`config.mk`:
```
export PLATFORM = sky130hd
export DESIGN_NAME = soac_top
export DESIGN_NICKNAME = d
export VERILOG_FILES = /design/src/core/soac_pkg.sv /design/src/core/soac_alarm.sv /design/src/core/soac_top.sv
export VERILOG_INCLUDE_DIRS = /design/src /design/src/core
export SDC_FILE = /design/constraint.sdc
export NUM_CORES = 1
export LEC_CHECK = 0
export ABC_AREA = 1
export BUFFER_PORTS_ARGS = -buffer_cell sky130_fd_sc_hd__buf_2
export CORE_MARGIN = 2
export CORE_UTILIZATION = 45
export CTS_BUF_LIST = sky130_fd_sc_hd__clkbuf_16
export DETAILED_ROUTE_END_ITERATION = 16
export GPL_ROUTABILITY_DRIVEN = 0
export PLACE_DENSITY = 0.79
export SETUP_SLACK_MARGIN = 0.2
export SKIP_CTS_REPAIR_TIMING = 1
export SYNTH_ARGS = -nofsm -noshare
export SYNTH_HDL_FRONTEND = slang
export SYNTH_SLANG_ARGS = --single-unit
```
`constraint.sdc`:
```
create_clock -name i_clock -period 3.75 [get_ports i_clock]
set_clock_uncertainty 0.15 [all_clocks]
set_input_delay 0.75 -clock i_clock [delete_from_list [all_inputs] [get_ports i_clock]]
set_output_delay 0.75 -clock i_clock [all_outputs]
set_load 0.1 [all_outputs]
```
`src/core/soac_params.svh`:
```
// soac_params.svh: constants of the sensor output / alarm configuration block
// assumes: included by the design files of the block
`ifndef SOAC_PARAMS_SVH
`define SOAC_PARAMS_SVH

// output path selection codes
`define SOAC_OUTSEL_I2C        2'h0
`define SOAC_OUTSEL_SPI        2'h1
`define SOAC_OUTSEL_PDM        2'h2
// resolution codes
`define SOAC_RES_10            2'h0
`define SOAC_RES_12            2'h1
`define SOAC_RES_14            2'h2
// result widths per resolution
`define SOAC_BITS_10           5'h0a
`define SOAC_BITS_12           5'h0c
`define SOAC_BITS_14           5'h0e
// conversion times in cycles per resolution (scaled for the model)
`define SOAC_CONV_CYC_10       16'h0010
`define SOAC_CONV_CYC_12       16'h0040
`define SOAC_CONV_CYC_14       16'h0100
// measurement value width
`define SOAC_DATA_W            14

`endif

```
`src/core/soac_pkg.sv`:
```
// soac_pkg.sv: types of the sensor output / alarm configuration block
// assumes: compiled before the design modules
package soac_pkg;
  typedef enum logic [2:0] {
    SOAC_IDLE    = 3'b001,
    SOAC_CONVERT = 3'b010,
    SOAC_DONE    = 3'b100
  } soac_state_t;
endpackage

```
`src/core/soac_alarm.sv`:
```
// soac_alarm.sv: one threshold alarm with hysteresis, polarity and drive option
// assumes: measurement value updates with a one-cycle strobe
`timescale 1ns/1ps
`include "soac_params.svh"
module soac_alarm #(
  parameter int W = `SOAC_DATA_W
) (
  input  wire logic         i_clock,      // clock
  input  wire logic         i_resetn,     // async reset, active low
  input  wire logic         i_enable,     // alarm usable
  input  wire logic         i_is_high,    // 1: high alarm, 0: low alarm
  input  wire logic [W-1:0] i_trip,       // trip point
  input  wire logic [W-1:0] i_hyst,       // hysteresis amount
  input  wire logic         i_polarity,   // 0 active high
  input  wire logic         i_open_drain, // 0 push-pull
  input  wire logic         i_strobe,     // new value present
  input  wire logic [W-1:0] i_value,      // corrected measurement
  output logic              o_pin,        // pin output level
  output logic              o_pin_oe,     // pin output enable
  output logic              o_active      // alarm condition
);
  logic         active;
  logic [W:0]   release_hi;
  logic [W:0]   release_lo;

  // widened so trip + hysteresis never wraps and a trip - hysteresis borrow shows in bit W
  assign release_hi = {1'b0, i_trip} - {1'b0, i_hyst};
  assign release_lo = {1'b0, i_trip} + {1'b0, i_hyst};

  // ==================================================
  // alarm state
  always_ff @(posedge i_clock or negedge i_resetn) begin
    if (!i_resetn) begin
      active <= 1'b0;
    end else if (!i_enable) begin
      active <= 1'b0;
    end else if (i_strobe) begin
      if (i_is_high) begin
        if (i_value > i_trip)
          active <= 1'b1;
        else if (release_hi[W] || {1'b0, i_value} <= release_hi)
          active <= active && release_hi[W] ? 1'b1 : 1'b0;
      end else begin
        if (i_value < i_trip)
          active <= 1'b1;
        else if (!release_lo[W] && {1'b0, i_value} >= release_lo)
          active <= 1'b0;
      end
    end
  end

  // ==================================================
  // pin drive
  logic level;
  assign level = active ^ i_polarity;
  always_ff @(posedge i_clock or negedge i_resetn) begin
    if (!i_resetn) begin
      o_pin    <= 1'b0;
      o_pin_oe <= 1'b0;
      o_active <= 1'b0;
    end else begin
      o_active <= active;
      // open drain only ever pulls low
      o_pin    <= i_open_drain ? 1'b0 : level;
      o_pin_oe <= i_enable && (i_open_drain ? !level : 1'b1);
    end
  end

  a_high_sets: assert property (@(posedge i_clock) disable iff (!i_resetn)
    i_enable && i_is_high && i_strobe && i_value > i_trip |=> active)
    else $error("high alarm did not set");
  a_low_sets: assert property (@(posedge i_clock) disable iff (!i_resetn)
    i_enable && !i_is_high && i_strobe && i_value < i_trip |=> active)
    else $error("low alarm did not set");
  a_polarity_level: assert property (@(posedge i_clock) disable iff (!i_resetn)
    i_enable && !i_open_drain && !i_polarity && active |=> o_pin && o_pin_oe)
    else $error("active-high alarm pin not high");
  a_pushpull_drive: assert property (@(posedge i_clock) disable iff (!i_resetn)
    i_enable && !i_open_drain |=> o_pin_oe)
    else $error("push-pull pin not driven");
  a_hyst_hold: assert property (@(posedge i_clock) disable iff (!i_resetn)
    i_enable && i_is_high && active && i_strobe && i_value > release_hi[W-1:0]
    && !release_hi[W] |=> active)
    else $error("high alarm released inside hysteresis");
endmodule // soac_alarm

```
`src/core/soac_top.sv`:
```
// soac_top.sv: output path, mode and alarm configuration of the sensor conditioner
// assumes: configuration bits are static ports, synchronous to i_clock
//
// What this block does
// high alarm asserts above high trip point
// low alarm asserts below low trip point
// host programs trip and hysteresis first
// polarity 0 makes alarm active-high
// open-drain 0 means push-pull drive
// PDM path may drop one alarm
// no serial host means Update Mode
// phase 1: master samples MISO falling
// lock off: acknowledge any I2C address
// ready output has open-drain option
// differential bit selects differential conversion
// differential needs reference/offset caps zero
// selectable 10/12/14-bit conversion resolution
// PDM output forces Update Mode
// select code 10 routes to PDM
// alarm releases only past hysteresis
`timescale 1ns/1ps
`include "soac_params.svh"
module soac_top #(
  parameter int W = `SOAC_DATA_W
) (
  input  wire logic         i_clock,          // 200 MHz clock
  input  wire logic         i_resetn,         // async reset, active low
  input  wire logic [1:0]   i_output_select,  // 0 I2C, 1 SPI, 2 PDM
  input  wire logic         i_sleep_mode,     // 1 Sleep Mode requested
  input  wire logic         i_host_present,   // serial host attached
  input  wire logic         i_measure_cmd,    // measurement command pulse
  input  wire logic         i_spi_phase,      // SPI clock phase
  input  wire logic         i_sclk,           // SPI clock sampled
  input  wire logic         i_addr_lock,      // 1 respond only own address
  input  wire logic [6:0]   i_own_addr,       // programmed I2C address
  input  wire logic [6:0]   i_rx_addr,        // received I2C address
  input  wire logic         i_addr_valid,     // address byte received pulse
  input  wire logic         i_ready_od,       // ready pin open-drain
  input  wire logic         i_differential,   // differential input
  input  wire logic [3:0]   i_ref_cap_sel,    // reference cap selection
  input  wire logic [3:0]   i_offset_cap_sel, // offset cap selection
  input  wire logic [1:0]   i_cap_res,        // capacitance resolution code
  input  wire logic [1:0]   i_temp_res,       // temperature resolution code
  input  wire logic [W-1:0] i_cap_single,     // single-ended raw capacitance
  input  wire logic [W-1:0] i_cap_pos,        // differential positive
  input  wire logic [W-1:0] i_cap_neg,        // differential negative
  input  wire logic [W-1:0] i_temp_raw,       // raw temperature
  input  wire logic [W-1:0] i_high_trip,      // high trip point
  input  wire logic [W-1:0] i_high_hyst,      // high hysteresis
  input  wire logic [W-1:0] i_low_trip,       // low trip point
  input  wire logic [W-1:0] i_low_hyst,       // low hysteresis
  input  wire logic         i_high_pol,       // high alarm polarity
  input  wire logic         i_low_pol,        // low alarm polarity
  input  wire logic         i_high_od,        // high alarm open-drain
  input  wire logic         i_low_od,         // low alarm open-drain
  input  wire logic         i_pdm_one_alarm,  // PDM setup uses a low alarm pin
  output logic              o_alarm_high,     // high alarm pin level
  output logic              o_alarm_high_oe,  // high alarm pin enable
  output logic              o_alarm_low,      // low alarm pin level
  output logic              o_alarm_low_oe,   // low alarm pin enable
  output logic              o_ready,          // ready pin level
  output logic              o_ready_oe,       // ready pin enable
  output logic              o_update_mode,    // effective Update Mode
  output logic              o_config_error,   // sleep without host or pdm, bad caps
  output logic              o_addr_ack,       // I2C address acknowledge pulse
  output logic              o_miso_shift,     // MISO change strobe
  output logic [W-1:0]      o_cap_result,     // corrected capacitance
  output logic [W-1:0]      o_temp_result,    // corrected temperature
  output logic              o_pdm_valid,      // results routed to PDM
  output logic              o_serial_valid    // results routed to serial
);
  soac_pkg::soac_state_t state;
  logic [15:0]          cnt;
  logic [W-1:0]         sample;
  logic                 strobe;
  logic                 sclk_q;
  logic                 update;
  logic                 pdm_sel;
  logic                 hi_oe;
  logic                 lo_oe;
  logic                 hi_pin;
  logic                 lo_pin;

  // refused while elaborating: narrower results cannot carry 14-bit conversions
  if (W < `SOAC_BITS_14) begin : g_width_check
    $error("W must hold a 14-bit result");
  end

  function automatic logic [15:0] conv_cycles(input logic [1:0] res);
    case (res)
      `SOAC_RES_10: conv_cycles = `SOAC_CONV_CYC_10;
      `SOAC_RES_12: conv_cycles = `SOAC_CONV_CYC_12;
      default:      conv_cycles = `SOAC_CONV_CYC_14;
    endcase
  endfunction

  // keep only the top bits of the chosen resolution
  function automatic logic [W-1:0] truncate(input logic [W-1:0] v, input logic [1:0] res);
    logic [W-1:0] mask;
    mask = '1;
    case (res)
      `SOAC_RES_10: mask = mask << (`SOAC_BITS_14 - `SOAC_BITS_10);
      `SOAC_RES_12: mask = mask << (`SOAC_BITS_14 - `SOAC_BITS_12);
      default:      mask = mask;
    endcase
    truncate = v & mask;
  endfunction

  // ==================================================
  // mode selection
  assign pdm_sel = (i_output_select == `SOAC_OUTSEL_PDM);
  // sleep needs serial commands; pdm and hostless setups fall back
  assign update  = !i_sleep_mode || pdm_sel || !i_host_present;

  // ==================================================
  // conversion sequencer
  always_ff @(posedge i_clock or negedge i_resetn) begin
    if (!i_resetn) begin
      state  <= soac_pkg::SOAC_IDLE;
      cnt    <= 16'h0000;
      strobe <= 1'b0;
    end else begin
      strobe <= 1'b0;
      case (state)
        soac_pkg::SOAC_IDLE: begin
          if (update || i_measure_cmd) begin
            state <= soac_pkg::SOAC_CONVERT;
            cnt   <= conv_cycles(i_cap_res);
          end
        end
        soac_pkg::SOAC_CONVERT: begin
          if (cnt <= 16'h0001) begin
            state  <= soac_pkg::SOAC_DONE;
            strobe <= 1'b1;
          end else begin
            cnt <= cnt - 16'h0001;
          end
        end
        soac_pkg::SOAC_DONE: state <= soac_pkg::SOAC_IDLE;
        default:             state <= soac_pkg::SOAC_IDLE;
      endcase
    end
  end

  // differential result is the pair difference, offset to mid-scale
  always_comb begin
    if (i_differential)
      sample = (i_cap_pos - i_cap_neg) + {1'b1, {(W-1){1'b0}}};
    else
      sample = i_cap_single;
  end

  // ==================================================
  // results and routing
  always_ff @(posedge i_clock or negedge i_resetn) begin
    if (!i_resetn) begin
      o_cap_result   <= '0;
      o_temp_result  <= '0;
      o_pdm_valid    <= 1'b0;
      o_serial_valid <= 1'b0;
    end else begin
      o_pdm_valid    <= strobe && pdm_sel;
      o_serial_valid <= strobe && !pdm_sel;
      if (strobe) begin
        o_cap_result  <= truncate(sample, i_cap_res);
        o_temp_result <= truncate(i_temp_raw, i_temp_res);
      end
    end
  end

  // ==================================================
  // alarms; a pdm setup may claim the low alarm pin
  soac_alarm #(.W(W)) u_high (
    .i_clock      (i_clock),
    .i_resetn     (i_resetn),
    .i_enable     (1'b1),
    .i_is_high    (1'b1),
    .i_trip       (i_high_trip),
    .i_hyst       (i_high_hyst),
    .i_polarity   (i_high_pol),
    .i_open_drain (i_high_od),
    .i_strobe     (strobe),
    .i_value      (sample),
    .o_pin        (hi_pin),
    .o_pin_oe     (hi_oe),
    .o_active     ()
  );
  soac_alarm #(.W(W)) u_low (
    .i_clock      (i_clock),
    .i_resetn     (i_resetn),
    .i_enable     (!(pdm_sel && i_pdm_one_alarm)),
    .i_is_high    (1'b0),
    .i_trip       (i_low_trip),
    .i_hyst       (i_low_hyst),
    .i_polarity   (i_low_pol),
    .i_open_drain (i_low_od),
    .i_strobe     (strobe),
    .i_value      (sample),
    .o_pin        (lo_pin),
    .o_pin_oe     (lo_oe),
    .o_active     ()
  );

  always_ff @(posedge i_clock or negedge i_resetn) begin
    if (!i_resetn) begin
      o_alarm_high    <= 1'b0;
      o_alarm_high_oe <= 1'b0;
      o_alarm_low     <= 1'b0;
      o_alarm_low_oe  <= 1'b0;
    end else begin
      o_alarm_high    <= hi_pin;
      o_alarm_high_oe <= hi_oe;
      o_alarm_low     <= lo_pin;
      o_alarm_low_oe  <= lo_oe;
    end
  end

  // ==================================================
  // ready pin: high after a result, cleared by next conversion
  logic ready;
  always_ff @(posedge i_clock or negedge i_resetn) begin
    if (!i_resetn) begin
      ready <= 1'b0;
    end else if (strobe) begin
      ready <= 1'b1;
    end else if (state == soac_pkg::SOAC_CONVERT) begin
      ready <= 1'b0;
    end
  end

  always_ff @(posedge i_clock or negedge i_resetn) begin
    if (!i_resetn) begin
      o_ready    <= 1'b0;
      o_ready_oe <= 1'b0;
    end else begin
      // open drain releases for high so several lines can be joined
      o_ready    <= i_ready_od ? 1'b0 : ready;
      o_ready_oe <= i_ready_od ? !ready : 1'b1;
    end
  end

  // ==================================================
  // serial interface hooks
  always_ff @(posedge i_clock or negedge i_resetn) begin
    if (!i_resetn) begin
      sclk_q       <= 1'b0;
      o_miso_shift <= 1'b0;
      o_addr_ack   <= 1'b0;
    end else begin
      sclk_q <= i_sclk;
      // phase 1: change on rising so master samples on falling
      o_miso_shift <= i_spi_phase ? (i_sclk && !sclk_q)
                                  : (!i_sclk && sclk_q);
      o_addr_ack   <= i_addr_valid && (!i_addr_lock || i_rx_addr == i_own_addr);
    end
  end

  // ==================================================
  // mode status
  always_ff @(posedge i_clock or negedge i_resetn) begin
    if (!i_resetn) begin
      o_update_mode  <= 1'b1;
      o_config_error <= 1'b0;
    end else begin
      o_update_mode  <= update;
      // flags setups the configuring party must avoid
      o_config_error <= (i_sleep_mode && (pdm_sel || !i_host_present))
                        || (i_differential && (i_ref_cap_sel != 4'h0
                        || i_offset_cap_sel != 4'h0));
    end
  end

  a_pdm_update: assert property (@(posedge i_clock) disable iff (!i_resetn)
    pdm_sel |=> o_update_mode)
    else $error("pdm without update mode");
  a_hostless_update: assert property (@(posedge i_clock) disable iff (!i_resetn)
    !i_host_present |=> o_update_mode)
    else $error("hostless setup not in update mode");
  a_any_addr_ack: assert property (@(posedge i_clock) disable iff (!i_resetn)
    i_addr_valid && !i_addr_lock |=> o_addr_ack)
    else $error("unlocked address not acknowledged");
  a_ready_od: assert property (@(posedge i_clock) disable iff (!i_resetn)
    i_ready_od |=> !o_ready)
    else $error("open-drain ready drove high");
  a_pdm_route: assert property (@(posedge i_clock) disable iff (!i_resetn)
    strobe && pdm_sel |=> o_pdm_valid && !o_serial_valid)
    else $error("pdm selection not routed");
  a_spi_phase: assert property (@(posedge i_clock) disable iff (!i_resetn)
    i_spi_phase && !$past(i_sclk) && i_sclk |=> o_miso_shift)
    else $error("phase 1 shift missing on rising edge");
endmodule // soac_top

```
# --- Yosys cells after proc, flatten, opt, wreduce, memory -nomap -nowiden ---
# Cells that the tools add are included.
# Widths: inputs -> output; s select.
totals:
  reg_bits: 68
  in_bits: 156
classes:
  add_sub_neg: 5
  n_lt_le_gt_ge: 5
  n_eq_ne: 9
  mux: 30
  bitwise_logic: 4
  n_reduce_logical: 43
ops:
  columns: ["operator", "count"]
  rows:
  - ["$mux 14", 3]
  - ["$mux 16", 2]
  - ["$pmux 16 s2", 1]
  - ["$and 14x14->14", 2]
  - ["$mux 1", 18]
  - ["$pmux 9 s2", 1]
  - ["$le 16x1->1 const B", 1]
  - ["$pmux 4 s2", 2]
  - ["$sub 16x1->16 const B", 1]
  - ["$add 14x14->15", 1]
  - ["$ge 14x15->1", 1]
  - ["$le 14x15->1", 1]
  - ["$sub 14x14->15", 1]
  - ["$add 14x14->14 const B", 1]
  - ["$gt 14x14->1", 1]
  - ["$lt 14x14->1", 1]
  - ["$sub 14x14->14", 1]
  - ["$logic_and 1x1->1", 11]
  - ["$logic_not 1->1", 11]
  - ["$logic_or 1x1->1", 8]
  - ["$reduce_bool 2->1", 4]
  - ["$reduce_bool 4->1", 2]
  - ["$eq 7x7->1", 1]
  - ["$mux 3", 2]
  - ["other kinds (11)", 18]

# --- Logic depth before layout (Yosys ltp) ---
depth:
  word_depth: 9
  depth_mapped: 26

# --- Cells and area by module ---
# A second synthesis with hierarchy kept.
unflattened:
  cells_unflattened: 1329
  area_unflattened_um2: 9236.4
by_module_without_submodules:
  columns: ["module", "n_inst", "cells_per_inst", "area_per_inst_um2", "seq_area_each_um2"]
  rows:
  - ["soac_top", 1, 550, 3995.1, 1554.0]
  - ["soac_alarm (u_low)", 1, 396, 2671.3, 100.1]
  - ["soac_alarm (u_high)", 1, 383, 2570.0, 100.1]

# --- Least setup slack after synthesis ---
# No wires, ideal clock.
synth_path:
  path_kind: "input -> register"
  start: "input port i_cap_neg[1]"
  end: "register u_low.active"
  setup_ns: 0.077
  arrival_ns: 3.719
  t_required_ns: 3.523
  slack_ns: -0.197
  stages: 25
  cell_sequence: "inv_1 > ha_1 > ha_1 > fa_1 > nand3_1 > nand2_1 > a21oi_1 > o21ai_0 > nand2_1 > nand2_1 > a21oi_1 > xnor2_1 > a21boi_0 > ha_1 > inv_1 > nor2_1 > nand2_1 > inv_1 > nand2_1 > nand2_1 > nor2_1 > nand2_1 > nand2_1 > nand2_1 > a21oi_1"
synth_between:
  elab_chain_cells: 7
  elab_cells_between_ends: 11
  classes_between: "add/sub: 2; order compare: 2; mux: 4; reduce/logical: 3"
synth_lines:
  columns: ["element", "line_no", "source"]
  rows:
  - ["start, declared", "soac_top.sv:46", "input wire logic [W-1:0] i_cap_neg,"]
  - ["$sub 14x14->14 (*)", "soac_top.sv:148", "sample = (i_cap_pos - i_cap_neg) + {1'b1, {(W-1){1'b0}}};"]
  - ["$add 14x14->14 (*)", "soac_top.sv:148", null]
  - ["$mux 14 (*)", "soac_top.sv:147", "if (i_differential)"]
  - ["via sample[13]", "soac_top.sv:74", "logic [W-1:0] sample;"]
  - ["$lt 14x14->1 or $ge 14x15->1 (tied branches)", "soac_alarm.sv:44, soac_alarm.sv:46", null]
  - ["$mux 1 or $logic_and 1x1->1 (tied branches)", "soac_alarm.sv:44, soac_alarm.sv:46", null]
  - ["$mux 1 or $reduce_bool 3->1 (tied branches)", null, null]
  - ["$mux 1 or $reduce_and 2->1 (tied branches)", null, null]
  - ["end signal, assigned", "soac_alarm.sv:42", "active <= active && release_hi[W] ? 1'b1 : 1'b0;"]
  - ["end, declared", "soac_alarm.sv:22", "logic active;"]
# The timed path passes the listed nets; every way through them passes the cells marked *. The select of a mux whose other input is x is not followed.
# A chain may end at the register's enable or synchronous reset.

# --- Worst setup path in the final report ---
layout_path:
  start: "input port i_cap_pos[6]"
  end: "register u_low.active"
layout_between:
  elab_chain_cells: 7
  elab_cells_between_ends: 11
  classes_between: "add/sub: 2; order compare: 2; mux: 4; reduce/logical: 3"
layout_lines:
  columns: ["element", "line_no", "source"]
  rows:
  - ["start, declared", "soac_top.sv:45", "input wire logic [W-1:0] i_cap_pos,"]
  - ["$sub 14x14->14 (*)", "soac_top.sv:148", null]
  - ["$add 14x14->14 (*)", "soac_top.sv:148", null]
  - ["$mux 14 (*)", "soac_top.sv:147", null]
  - ["via sample[9]", "soac_top.sv:74", null]
  - ["$lt 14x14->1 or $ge 14x15->1 (tied branches)", "soac_alarm.sv:44, soac_alarm.sv:46", null]
  - ["$mux 1 or $logic_and 1x1->1 (tied branches)", "soac_alarm.sv:44, soac_alarm.sv:46", null]
  - ["$mux 1 or $reduce_bool 3->1 (tied branches)", null, null]
  - ["$mux 1 or $reduce_and 2->1 (tied branches)", null, null]
# Marked as above.

==> results.py <==
metrics = {
    "route": {
        "dr_wl_met3_um": 873,
        "drc": 0,
        "drt-wirelength-per-cell_um": 13.4,
        "via_count": 6966,
        "drt-met1-wl_mm": 8.13,
        "antenna_left": 0,
        "wl_mm": 18.5,
        "drt_iter0_markers": 333,
        "drtPass1Iterations": 5,
        "vias_per_cell": 5.07,
        "wl_met2_mm": 9.04,
        "top_layer": "met4",
    },
    "logic_synthesis": {
        "synth-edff-count": 0,
        "ys_seq_elements": 68,
        "syn_nets": 1198,
        "ys_top_cells_by_area": "dfrtp_1 (25%), ha_1 (20%), nand2_1 (13%), inv_1 (8.3%), a21oi_1 (5.5%)",
        "seq_area_frac_synth_pct": 25.8,
        "yosysTopAreaCell": "dfrtp_1",
        "netlist_area_um2": 6610,
        "ys.flop_type": "dfrtp_1",
        "async_flop_share_pct": 100,
        "yosys_warnings": 0,
        "ys_types": 39,
        "yosysTopAreaCellShare_pct": 25.0,
        "synth_cells": 935,
        "postSynthAreaPerCell_um2": 7.07,
    },
    "sta": {
        "period_needed_ns": 3.52,
        "worst_pin_slew_ns": 0.897,
        "grt_setup_unrepaired": "yes",
        "relSlewSlack_pct": 40.2,
        "timing_hold_violations_final": 0,
        "setup_viol": 0,
        "post-route-period-util_pct": 93.9,
        "tns_ns": 0,
        "finalMaxSlewViolations": 0,
        "hold_slack_ns": 0.197,
        "fmax_mhz": 284,
    },
    "grt": {
        "grt_first_pass_wirelength_mm": 29.8,
        "grt_pass1_vias": 6551,
        "grt.total_usage_pct": 23.1,
        "grt_max_degree": 44,
        "overflow": 0,
        "antenna_found_initial": 0,
    },
    "worst_setup_path": {
        "path_max_fanout": 4,
        "required_ns": 3.86,
        "cp.arrival_ns": 3.63,
        "cp-end-kind": "flip-flop",
        "path_class": "primary input to flip-flop",
        "start_kind": "primary input",
    },
    "job": {
        "max_cap_violations": 0,
    },
    "floorplanning": {
        "die_h_um": 125,
        "die_w_um": 125,
        "core-area_um2": 14400,
        "dieArea_um2": 15700,
        "io_pins": 196,
        "row_count": 44,
        "start_util_pct": 45.8,
    },
    "min_path": {
        "hold_path.class": "flip-flop to flip-flop",
    },
    "layout": {
        "n_fill_cell": 1333,
        "utilization_pct": 60.7,
        "fin_nets": 1448,
        "drive_above_1_share_pct": 26.9,
        "layoutNonFillerInstCount": 1374,
        "final_cell_mix": "nand2_1 (236), buf_2 (194), inv_1 (145)",
        "final_area_um2": 8760,
        "final_common_cell": "nand2_1",
        "antenna_cells": 0,
        "area_growth_syn_to_layout_pct": 32.4,
    },
    "clock_network": {
        "cts_buffer_depth": 2,
        "numCtsBuffers": 9,
        "cts.sinks": 68,
        "h-tree-depth": 3,
        "clock_latency_ns": 0.33,
        "tritoncts": "yes",
        "cts_root_buf": "clkbuf_16",
        "clk_pin_slew_worst_paths_ns": 0.05,
    },
    "power": {
        "p_leak_nw": 4.93,
        "p_comb_share_pct": 61.0,
        "p_switching_w": 0.00284,
        "p_int_w": 0.00247,
        "netSwitchingFraction_pct": 53.4,
        "power_frac_clock_pct": 16.6,
        "vdd_drop_max_mv": 0.514,
        "powerDensity_nw_per_um2": 607,
        "power_frac_seq_pct": 22.4,
    },
    "place": {
        "dpl_cell_area_um2": 8250,
        "dp_cells": 1354,
        "hpwlAfterDp_mm": 15.4,
        "portBuffers": 195,
    },
    "status": {
        "status": "finished clean",
    },
}
Yosys cell counts (4+ instances only):
cell type	n
nand3_1	54
inv_2	4
dfrtp_1	66
nand2_1	237
a21o_1	7
clkbuf_1	7
nand4_1	20
o31ai_1	5
xor2_1	24
or2_2	6
nor3_1	17
ha_1	104
xnor2_1	13
a21oi_1	72
inv_1	147
o21ai_0	39
nand2_2	4
o21bai_1	4
nor2_1	68
cell families after synthesis:
| logic type | share of synthesized area, % |
|---|---|
| buf+inv | 9.18 |
| fa+ha+maj | 20.6 |
| flops | 25.8 |
| simple gates | 27.6 |
| compound gates | 11.9 |
| xor+xnor | 4.90 |
metrics by stage:
step                      setup WS (ns)  total power (W)
final                             0.228          0.00531
after global routing             0.0340          0.00566
after CTS                        0.0317          0.00527
after detailed placement         -0.300          0.00437
after global placement           -0.170          0.00430
after floorplan                   0.200          0.00362
power by group through the flow:
| stage | clock network (W) | registers, W | logic (W) |
|---|---|---|---|
| 2_1_floorplan | 0 | 0.00232 | 0.00130 |
| 3_3_place_gp | 0 | 0.00119 | 0.00311 |
| 3_5_place_dp | 0 | 0.00120 | 0.00317 |
| 4_1_cts | 0.000893 | 0.00119 | 0.00319 |
| 5_1_grt | 0.000931 | 0.00123 | 0.00350 |
| 6_report | 0.000882 | 0.00119 | 0.00324 |
area by class of cell:
type / instances / area, µm² / area share, %
multi-input combinational: 706 / 4530 / 51.7
sequential: 68 / 1700 / 19.5
timing repair buffer: 248 / 1390 / 15.8
inverter: 152 / 586 / 6.69
tap: 184 / 230 / 2.63
clock buffer: 9 / 225 / 2.57
clock inverter: 7 / 92.6 / 1.06
path summary, 6_finish.rpt:
path                                   startpoint                        to  slack [ns]  depth (start not counted)
max                                  i_cap_pos[6]  u_low.active$_DFFE_PN0P_        0.23                         20
min                        u_high.o_pin$_DFF_PN0_    o_alarm_high$_DFF_PN0_        0.20                          0
max reg2reg                  state[2]$_DFFE_PN0P_       cnt[15]$_DFFE_PN0P_        1.25                         17
min reg2reg                u_high.o_pin$_DFF_PN0_    o_alarm_high$_DFF_PN0_        0.20                          0
max in group asynchronous                i_resetn   o_update_mode$_DFF_PN1_        2.27                          2
min in group asynchronous                i_resetn      state[2]$_DFFE_PN0P_        0.40                          1
metal layers:
metal | vias up | GRT usage, %
li1 | 3561 | -
met1 | 3157 | 29.2
met2 | 208 | 41.1
met3 | 40 | 3.38
met4 | 0 | 6.34
met5 | - | 0
registers in the layout (all words and copies together) (netlist names), 3 cells and up:
signal,cells
o_cap_result,14
state,3
cnt,16
o_temp_result,14
critical path, cell delays in order:
cell and delay [ns]:
buf_2 0.10, ha_1 0.28, ha_1 0.34, inv_1 0.09
nor3_2 0.25, a21oi_4 0.10, buf_4 0.13, buf_4 0.12
xor2_1 0.15, o21ai_1 0.25, ha_1 0.31, nand2_1 0.09
nor2_1 0.06, a211oi_2 0.14, nand2_1 0.08, nand3_1 0.08
nand3_1 0.07, nand3_1 0.07, nand2_1 0.06, a21oi_2 0.12
No activity file was read; power rests on OpenSTA's default activity.
